==> src/rtl/wdtrt_pkg.sv <==
package wdtrt_pkg;

  // Register byte addresses on the APB slave.
  localparam logic [11:0] ADDR_CLKSEL = 12'h000;
  localparam logic [11:0] ADDR_CTRL   = 12'h004;
  localparam logic [11:0] ADDR_KEY    = 12'h008;

  // Field positions.
  localparam int DEBUG_RUN_ENABLE_BIT   = 8;
  localparam int DIV_LSB     = 4;
  localparam int SRC_LSB     = 0;
  localparam int RESTART_BIT = 4;
  localparam int RUN_LSB     = 0;

  // Keyed values.
  localparam logic [3:0]  RUN_STOP_CODE = 4'ha;
  localparam logic [3:0]  RUN_ACT_READ  = 4'h0;
  localparam logic [15:0] UNLOCK_KEY    = 16'h0096;

  // Reset values.
  localparam logic        DEBUG_RUN_ENABLE_RST = 1'h0;
  localparam logic [1:0]  DIV_RST   = 2'h0;
  localparam logic [1:0]  SRC_RST   = 2'h0;
  localparam logic [15:0] KEY_RST   = 16'h0000;

  // Source select codes.
  localparam logic [1:0] SRC_INTERNAL  = 2'h0;
  localparam logic [1:0] SRC_LOWSPEED  = 2'h1;
  localparam logic [1:0] SRC_HIGHSPEED = 2'h2;
  localparam logic [1:0] SRC_EXTERNAL  = 2'h3;
  localparam int         NUM_SRC       = 4;

  // Prescaler terminal counts: ratio minus one.
  localparam logic [15:0] TERM_8K   = 16'h1fff;
  localparam logic [15:0] TERM_16K  = 16'h3fff;
  localparam logic [15:0] TERM_32K  = 16'h7fff;
  localparam logic [15:0] TERM_64K  = 16'hffff;
  localparam logic [15:0] TERM_LOW  = 16'h007f;
  localparam logic [15:0] TERM_EXT  = 16'h0000;

  // Watchdog counter.
  localparam int         CNT_W   = 10;
  localparam logic [9:0] CNT_MAX = 10'h3ff;

  typedef enum logic {RUN_STOPPED, RUN_ACTIVE} wdtrt_run_type;

endpackage

==> src/rtl/wdtrt_cnt_if.sv <==
`timescale 1ns/1ps
`default_nettype none
interface wdtrt_cnt_if;
  import wdtrt_pkg::*;
  logic             tick;
  logic             clear;
  logic             run;
  logic             overflow;
  logic [CNT_W-1:0] count;

  modport ctl (output tick, output clear, output run, input count, input overflow);
  modport cnt (input tick, input clear, input run, output count, output overflow);
endinterface
`default_nettype wire

==> src/rtl/wdtrt_counter.sv <==
`timescale 1ns/1ps
`default_nettype none
module wdtrt_counter
  import wdtrt_pkg::*;
(
  input wire logic  sys_clk,
  input wire logic  rstn,
  input wire logic  clkEn,
  wdtrt_cnt_if.cnt  cntBus
);

  logic [CNT_W-1:0] count_q;
  logic [CNT_W-1:0] count_d;
  logic             ovf;

  // Clear beats a tick so a restart always starts a full period.
  always_comb
  begin
    count_d = count_q;
    ovf     = 1'b0;
    if (cntBus.clear)
      count_d = '0;
    else if (cntBus.run && cntBus.tick)
    begin
      count_d = CNT_W'(count_q + 1'b1);
      ovf     = (count_q == CNT_MAX);
    end
  end

  // State register; the count wraps to zero on overflow.
  always_ff @(posedge sys_clk or negedge rstn)
  begin
    if (!rstn)
      count_q <= '0;
    else if (clkEn)
      count_q <= count_d;
  end

  assign cntBus.count    = count_q;
  assign cntBus.overflow = ovf;
endmodule
`default_nettype wire

==> src/rtl/wdtrt_top.sv <==
`timescale 1ns/1ps
`default_nettype none
module wdtrt_top
  import wdtrt_pkg::*;
#(
  parameter logic [NUM_SRC-1:0] SRC_AVAIL = 4'hf
)
(
  input  wire logic        sys_clk,
  input  wire logic        rstn,
  input  wire logic        clkEn,
  input  wire logic        psel,
  input  wire logic        penable,
  input  wire logic        pwrite,
  input  wire logic [11:0] paddr,
  input  wire logic [31:0] pwdata,
  output logic      [31:0] prdata,
  output logic             pready,
  output logic             pslverr,
  input  wire logic        internalOsc,
  input  wire logic        lowSpeedXtal,
  input  wire logic        highSpeedOsc,
  input  wire logic        extClkIn,
  input  wire logic        debugMode,
  output logic             systemResetReq
);

  wdtrt_cnt_if cntBus ();

  logic [NUM_SRC-1:0] srcPins;
  logic [NUM_SRC-1:0] srcEdge;
  logic               selEdge;
  logic               gateOpen;
  logic               running;
  logic               advance;
  logic               unlocked;
  logic               addrHit;
  logic               wrXfer;
  logic               rdStart;
  logic               restartHit;
  logic [15:0]        term;

  logic               debug_run_enable_q;
  logic               debug_run_enable_d;
  logic [1:0]         div_q;
  logic [1:0]         div_d;
  logic [1:0]         src_q;
  logic [1:0]         src_d;
  logic [15:0]        key_q;
  logic [15:0]        key_d;
  wdtrt_run_type      run_q;
  wdtrt_run_type      run_d;
  logic [15:0]        preCnt_q;
  logic [15:0]        preCnt_d;
  logic               tick;
  logic [31:0]        prdata_q;
  logic [31:0]        prdata_d;
  logic               pready_q;
  logic               pready_d;
  logic               pslverr_q;
  logic               pslverr_d;
  logic               rstReq_q;
  logic               rstReq_d;

  // Source pins in select-code order.
  assign srcPins = {extClkIn, highSpeedOsc, lowSpeedXtal, internalOsc};

  // Each source pin is resynchronised and edge detected on sys_clk.
  // A source must stay below half of sys_clk or edges are lost.
  genvar i;
  for (i = 0; i < NUM_SRC; i++)
  begin : g_src
    logic [2:0] sh_q;
    logic [2:0] sh_d;

    always_comb
    begin
      sh_d = {sh_q[1:0], srcPins[i]};
    end

    always_ff @(posedge sys_clk or negedge rstn)
    begin
      if (!rstn)
        sh_q <= 3'h0;
      else if (clkEn)
        sh_q <= sh_d;
    end

    assign srcEdge[i] = sh_q[1] & ~sh_q[2];
  end

  // Prescaler terminal count for the selected source and divider.
  always_comb
  begin
    term = TERM_EXT;
    unique case (src_q)
      SRC_INTERNAL, SRC_HIGHSPEED:
      begin
        unique case (div_q)
          2'h0: term = TERM_8K;
          2'h1: term = TERM_16K;
          2'h2: term = TERM_32K;
          2'h3: term = TERM_64K;
        endcase
      end
      SRC_LOWSPEED:  term = TERM_LOW;
      SRC_EXTERNAL:  term = TERM_EXT;
    endcase
  end

  // Counting needs only the source edge, the debug gate and the run state.
  // Halt is deliberately not an input: the count goes on through it.
  // A source that stops in sleep simply delivers no edges, holding state.
  assign selEdge  = srcEdge[src_q];
  assign gateOpen = debug_run_enable_q | ~debugMode;
  assign running  = (run_q == RUN_ACTIVE);
  assign advance  = selEdge & gateOpen & running;

  // APB decode; pready is registered, so every access has one wait state.
  assign unlocked = (key_q == UNLOCK_KEY);
  assign addrHit  = (paddr == ADDR_CLKSEL) | (paddr == ADDR_CTRL) | (paddr == ADDR_KEY);
  assign wrXfer   = psel & penable & pready_q & pwrite;
  assign rdStart  = psel & penable & ~pready_q & ~pwrite;
  assign restartHit = wrXfer & (paddr == ADDR_CTRL) & unlocked
                    & pwdata[RESTART_BIT];

  // Configuration next values; locked writes are dropped silently.
  always_comb
  begin
    debug_run_enable_d = debug_run_enable_q;
    div_d   = div_q;
    src_d   = src_q;
    key_d   = key_q;
    run_d   = run_q;
    if (wrXfer && paddr == ADDR_KEY)
      key_d = pwdata[15:0];
    if (wrXfer && unlocked && paddr == ADDR_CLKSEL)
    begin
      debug_run_enable_d = pwdata[DEBUG_RUN_ENABLE_BIT];
      div_d   = pwdata[DIV_LSB +: 2];
      if (SRC_AVAIL[pwdata[SRC_LSB +: 2]])
        src_d = pwdata[SRC_LSB +: 2];
    end
    if (wrXfer && unlocked && paddr == ADDR_CTRL)
    begin
      if (pwdata[RUN_LSB +: 4] == RUN_STOP_CODE)
        run_d = RUN_STOPPED;
      else
        run_d = RUN_ACTIVE;
    end
  end

  // Configuration registers.
  always_ff @(posedge sys_clk or negedge rstn)
  begin
    if (!rstn)
    begin
      debug_run_enable_q <= DEBUG_RUN_ENABLE_RST;
      div_q   <= DIV_RST;
      src_q   <= SRC_RST;
      key_q   <= KEY_RST;
      run_q   <= RUN_STOPPED;
    end
    else if (clkEn)
    begin
      debug_run_enable_q <= debug_run_enable_d;
      div_q   <= div_d;
      src_q   <= src_d;
      key_q   <= key_d;
      run_q   <= run_d;
    end
  end

  // Prescaler; a restart also clears it so the period is whole.
  // The compare is >= so a smaller new divider cannot cause a long lap.
  always_comb
  begin
    preCnt_d = preCnt_q;
    tick     = 1'b0;
    if (restartHit)
      preCnt_d = 16'h0000;
    else if (advance)
    begin
      if (preCnt_q >= term)
      begin
        preCnt_d = 16'h0000;
        tick     = 1'b1;
      end
      else
        preCnt_d = 16'(preCnt_q + 1'b1);
    end
  end

  always_ff @(posedge sys_clk or negedge rstn)
  begin
    if (!rstn)
      preCnt_q <= 16'h0000;
    else if (clkEn)
      preCnt_q <= preCnt_d;
  end

  // Counter hookup.
  assign cntBus.tick  = tick;
  assign cntBus.clear = restartHit;
  assign cntBus.run   = running;

  wdtrt_counter u_counter (
    .sys_clk (sys_clk),
    .rstn    (rstn),
    .clkEn   (clkEn),
    .cntBus  (cntBus)
  );

  // Bus answer and reset request next values.
  always_comb
  begin
    pready_d  = psel & penable & ~pready_q;
    pslverr_d = psel & penable & ~pready_q & ~addrHit;
    prdata_d  = prdata_q;
    rstReq_d  = cntBus.overflow;
    if (rdStart)
    begin
      prdata_d = 32'h0000_0000;
      if (paddr == ADDR_CLKSEL)
      begin
        prdata_d[DEBUG_RUN_ENABLE_BIT]     = debug_run_enable_q;
        prdata_d[DIV_LSB +: 2]  = div_q;
        prdata_d[SRC_LSB +: 2]  = src_q;
      end
      else if (paddr == ADDR_CTRL)
        prdata_d[RUN_LSB +: 4] = running ? RUN_ACT_READ : RUN_STOP_CODE;
      else if (paddr == ADDR_KEY)
        prdata_d[15:0] = key_q;
    end
  end

  // Bus and reset outputs come straight from these flops.
  always_ff @(posedge sys_clk or negedge rstn)
  begin
    if (!rstn)
    begin
      pready_q  <= 1'b0;
      pslverr_q <= 1'b0;
      prdata_q  <= 32'h0000_0000;
      rstReq_q  <= 1'b0;
    end
    else if (clkEn)
    begin
      pready_q  <= pready_d;
      pslverr_q <= pslverr_d;
      prdata_q  <= prdata_d;
      rstReq_q  <= rstReq_d;
    end
  end

  assign prdata         = prdata_q;
  assign pready         = pready_q;
  assign pslverr        = pslverr_q;
  assign systemResetReq = rstReq_q;
endmodule
`default_nettype wire

==> config.mk <==
export PLATFORM = sky130hd
export DESIGN_NAME = wdtrt_top
export DESIGN_NICKNAME = d
export VERILOG_FILES = /design/src/rtl/wdtrt_pkg.sv /design/src/rtl/wdtrt_cnt_if.sv /design/src/rtl/wdtrt_counter.sv /design/src/rtl/wdtrt_top.sv
export SDC_FILE = /design/constraint.sdc
export NUM_CORES = 1
export LEC_CHECK = 0
export BUFFER_PORTS_ARGS = -buffer_cell sky130_fd_sc_hd__buf_2
export CORE_MARGIN = 5
export CORE_UTILIZATION = 55
export CTS_CLUSTER_SIZE = 16
export DETAILED_ROUTE_END_ITERATION = 16
export PLACE_DENSITY = 0.88
export RECOVER_POWER = 50
export SYNTH_ARGS = -nofsm -noshare
export SYNTH_HDL_FRONTEND = slang
export SYNTH_HIERARCHICAL = 1
export SYNTH_SLANG_ARGS = --single-unit
==> constraint.sdc <==
create_clock -name sys_clk -period 3.45 [get_ports sys_clk]
set_input_delay 0.345 -clock sys_clk [delete_from_list [all_inputs] [get_ports sys_clk]]
set_output_delay 0.345 -clock sys_clk [all_outputs]
set_load 0.005 [all_outputs]
==> out/qor.txt <==
CTS root buf: clkbuf_8
Post-CTS Setup Inserts: 0
Worst-Skew Late Latency: 0.36 ns
Tcrit/Tclk final: 85.7%
End of the worst hold path: key_q[6]
Max Cap Viol: 1
Setup TNS: 0 ns
PostCTS Resize Cnt: 0
Largest family of logic cells by synthesized area: simple AND/OR/NAND/NOR gates
Core Util, Final: 64.2%
Hold path depth: 2
CTS tree: yes
Crit path cell chain: nand2b_1 -> ha_1 -> and4_1 -> o211ai_1 -> a211o_1 -> and2_1 -> nor2_1 -> a21o_1 -> nand2_1 -> or4_1 -> a22oi_1
Flops & latches, synth: 79
Crit path DAT: 3.23 ns
Die Width: 96.8 um
Min-Delay Path Class: input port to flop
Most common cell after layout, fill and taps aside: dfrtp_1
R2R setup slack: 0.49 ns
Number of H-tree levels: 3
Worst Tran Pin Value: 1.93 ns
Critical path class: flop to flop
Hpwl dp: 6510 um
Nets: 523
Simple-Gate Fraction of Synth Area: 21.0%
Ys async rst share: 100%
# clock sinks: 79
Number of I/O port buffers: 57
Final WL: 9180 um
CTS max path bufs: 2
Routed vias: 3,298
Initial Util: 56.9%
DRC errors left: 0
Ys Warns: 6
TritonRoute pass-1 iters: 5
Grt ovf: 0
Core Region: 7290 um2
EDFF count, synth: 0
Worst endpoint required time: 3.72 ns
Rows: 31
Worst path slowest cell: or4_1
Worst stage delay on the critical path: 0.52 ns
Worst slew margin: -28.9%
Run status: complete, but fails checks
RR Endpoint: u_counter/cntBus.count[9]
Leakage: 2.28 nW
Ys flop type: dfrtp_1
Power Density: 392 nW/um2
Fmax: 338 MHz
Routability Congestion: 0.814
Compound-gate portion of the synthesized area: 12.5%
Most frequent cells in the layout: dfrtp_1 (79), buf_2 (55), nand2_1 (47), mux2_2 (33), nor2_1 (22)
Post-Syn Instances: 398
GRT Util Overall: 19.9%
Diodes inserted: 0
Vias in the first global route: 3,177
Critical path fanouts, max: 6
Pins over their slew limit: 80
Cell Area, Synth: 4150 um2
Layout cells sized above 1: 26.7%
CTS clock-pin slew for the worst setup and hold paths: 0.09 ns
Vias per inst: 5.90
Synth unique cells: 54
Setup violations, final: 0
DIE AREA: 9380 um2
Hold Violations, Final: 0
Worst setup EP type: flop
Mux contribution to synthesized area: 9.20%
RSZ-0062 raised after global routing: false
XOR/XNOR share of the synthesized area: 0.422%
Hold path start: pwdata[6]
Fin crit period: 2.96 ns
Cts-stage hold buffer count: 0
Post-Synth Adder-Cell Area: 3.92%
Initial antenna violation count: 0
Die Y: 96.8 um
Mapped Avg Cell Area: 10.4 um2
Sequential fraction of the synthesis area: 47.7%
Max IR drop VDD: 323 uV
Largest net degree at the start of global routing: 80
Synth-to-layout area growth: 12.8%
Failing checks: max-capacitance violations, max-slew violations
First-pass GRT wire length: 15,400 um
Worst Skew: 0.0131 ns
Crit start category: flop
Starting DRT DRC Count: 249
Reg2Reg Depth: 11
TritonCTS buffer count: 9
Critical R2R Launch: src_q[0]
I/O pins: 90
WL/cell: 16.4 um
Routed Antenna Nets: 0
cells by family after synthesis:
logic type               Yosys count
AND/OR/NAND/NOR                  155
adder cells (fa/ha/maj)           13
XOR/XNOR                           2
other                              1
multiplexers                      34
buffers and inverters             39
AO/OA/AOI/OAI                     75
flip-flops                        79
where the power goes:
part / internal, mW / switching (mW)
sequential: 0.958 / 0.0189
clock: 0.352 / 0.381
combinational: 0.0539 / 0.0690
worst max-delay path, delay by kind of cell, from the launching register on:
| family | cells | cell delay (ns) |
|---|---|---|
| DFF | 1 | 0.43 |
| AOI/OAI and AO/OA | 4 | 0.75 |
| adders and majority gates | 1 | 0.31 |
| and+or+nand+nor | 6 | 1.37 |
worst max path at each step:
stage | to | slack (ns) | cells past startpoint | start
detailed placement | u_counter/cntBus.count[9] | 0.56 | 11 | src_q[0]
finish | u_counter/cntBus.count[9] | 0.49 | 11 | src_q[0]
floorplan | u_counter/cntBus.count[9] | 0.57 | 12 | src_q[0]
CTS | u_counter/cntBus.count[9] | 0.56 | 11 | src_q[0]
global placement | u_counter/cntBus.count[9] | 0.66 | 11 | src_q[0]
global route | u_counter/cntBus.count[9] | 0.30 | 12 | src_q[0]
layout make-up:
type / instances / area (um2)
sequential: 79 / 1980
inverter: 8 / 30.0
clock inverter: 7 / 87.6
tap: 99 / 124
clock buffer: 9 / 124
multi-input combinational: 295 / 2010
fill: 589 / 2610
timing repair buffer: 62 / 322
state kept, by name (all words and copies together) (netlist names):
signal / count
debug_run_enable_q: 1
u_counter/cntBus.count: 10
preCnt_q: 16
cntBus.run: 1
pslverr: 1
div_q: 2
systemResetReq: 1
prdata: 16
key_q: 16
g_src.sh_q: 12
pready: 1
src_q: 2
per-layer routing:
layer / part of all wire (%) / track usage, % / routed length, um / vias up
met1: 43 / 26.3 / 3940 / 1629
met4: 1.7 / 6.26 / 159 / 0
li1: - / - / - / 1547
met3: 5.6 / 5.68 / 518 / 15
met2: 50 / 31.7 / 4550 / 107
met5: 0 / 0 / 0 / -
synthesized netlist by cell type (3+ instances only):
master | n | area share [%]
clkbuf_1 | 10 | 0.91
nand2_1 | 47 | 4.3
o21ai_1 | 9 | 1.1
and4_1 | 5 | 1.1
nand4_1 | 9 | 1.4
a22oi_1 | 4 | 0.72
buf_4 | 16 | 2.9
nand3_1 | 20 | 2.4
buf_2 | 3 | 0.36
a221oi_1 | 6 | 1.3
nor4_1 | 6 | 0.91
nor2_1 | 22 | 2.0
nor3_1 | 9 | 1.1
a21o_1 | 3 | 0.54
and3_1 | 4 | 0.60
a22o_1 | 10 | 2.1
ha_1 | 13 | 3.9
o2bb2a_1 | 3 | 0.72
dfrtp_1 | 79 | 48
o31ai_1 | 5 | 0.91
mux2_2 | 33 | 9.0
nand2b_1 | 4 | 0.60
inv_1 | 8 | 0.72
a211oi_1 | 4 | 0.72
a21oi_1 | 10 | 1.2
o21ai_0 | 13 | 1.6
nor2b_1 | 7 | 1.1
metrics by stage:
| stage | worst slack [ns] | power [mW] | hold slack, ns | std cells | area, um2 |
|---|---|---|---|---|---|
| floorplan | 0.573 | 1.06 | 0.0494 | 413 | 4200 |
| global placement | 0.661 | 1.11 | 0.445 | 543 | 4470 |
| detailed placement | 0.558 | 1.12 | 0.455 | 543 | 4470 |
| CTS | 0.559 | 1.85 | 0.173 | 559 | 4680 |
| global route | 0.298 | 1.90 | 0.196 | 559 | 4680 |
| finish | 0.494 | 1.83 | 0.204 | 559 | 4680 |
No activity file was read; power rests on OpenSTA's default activity.
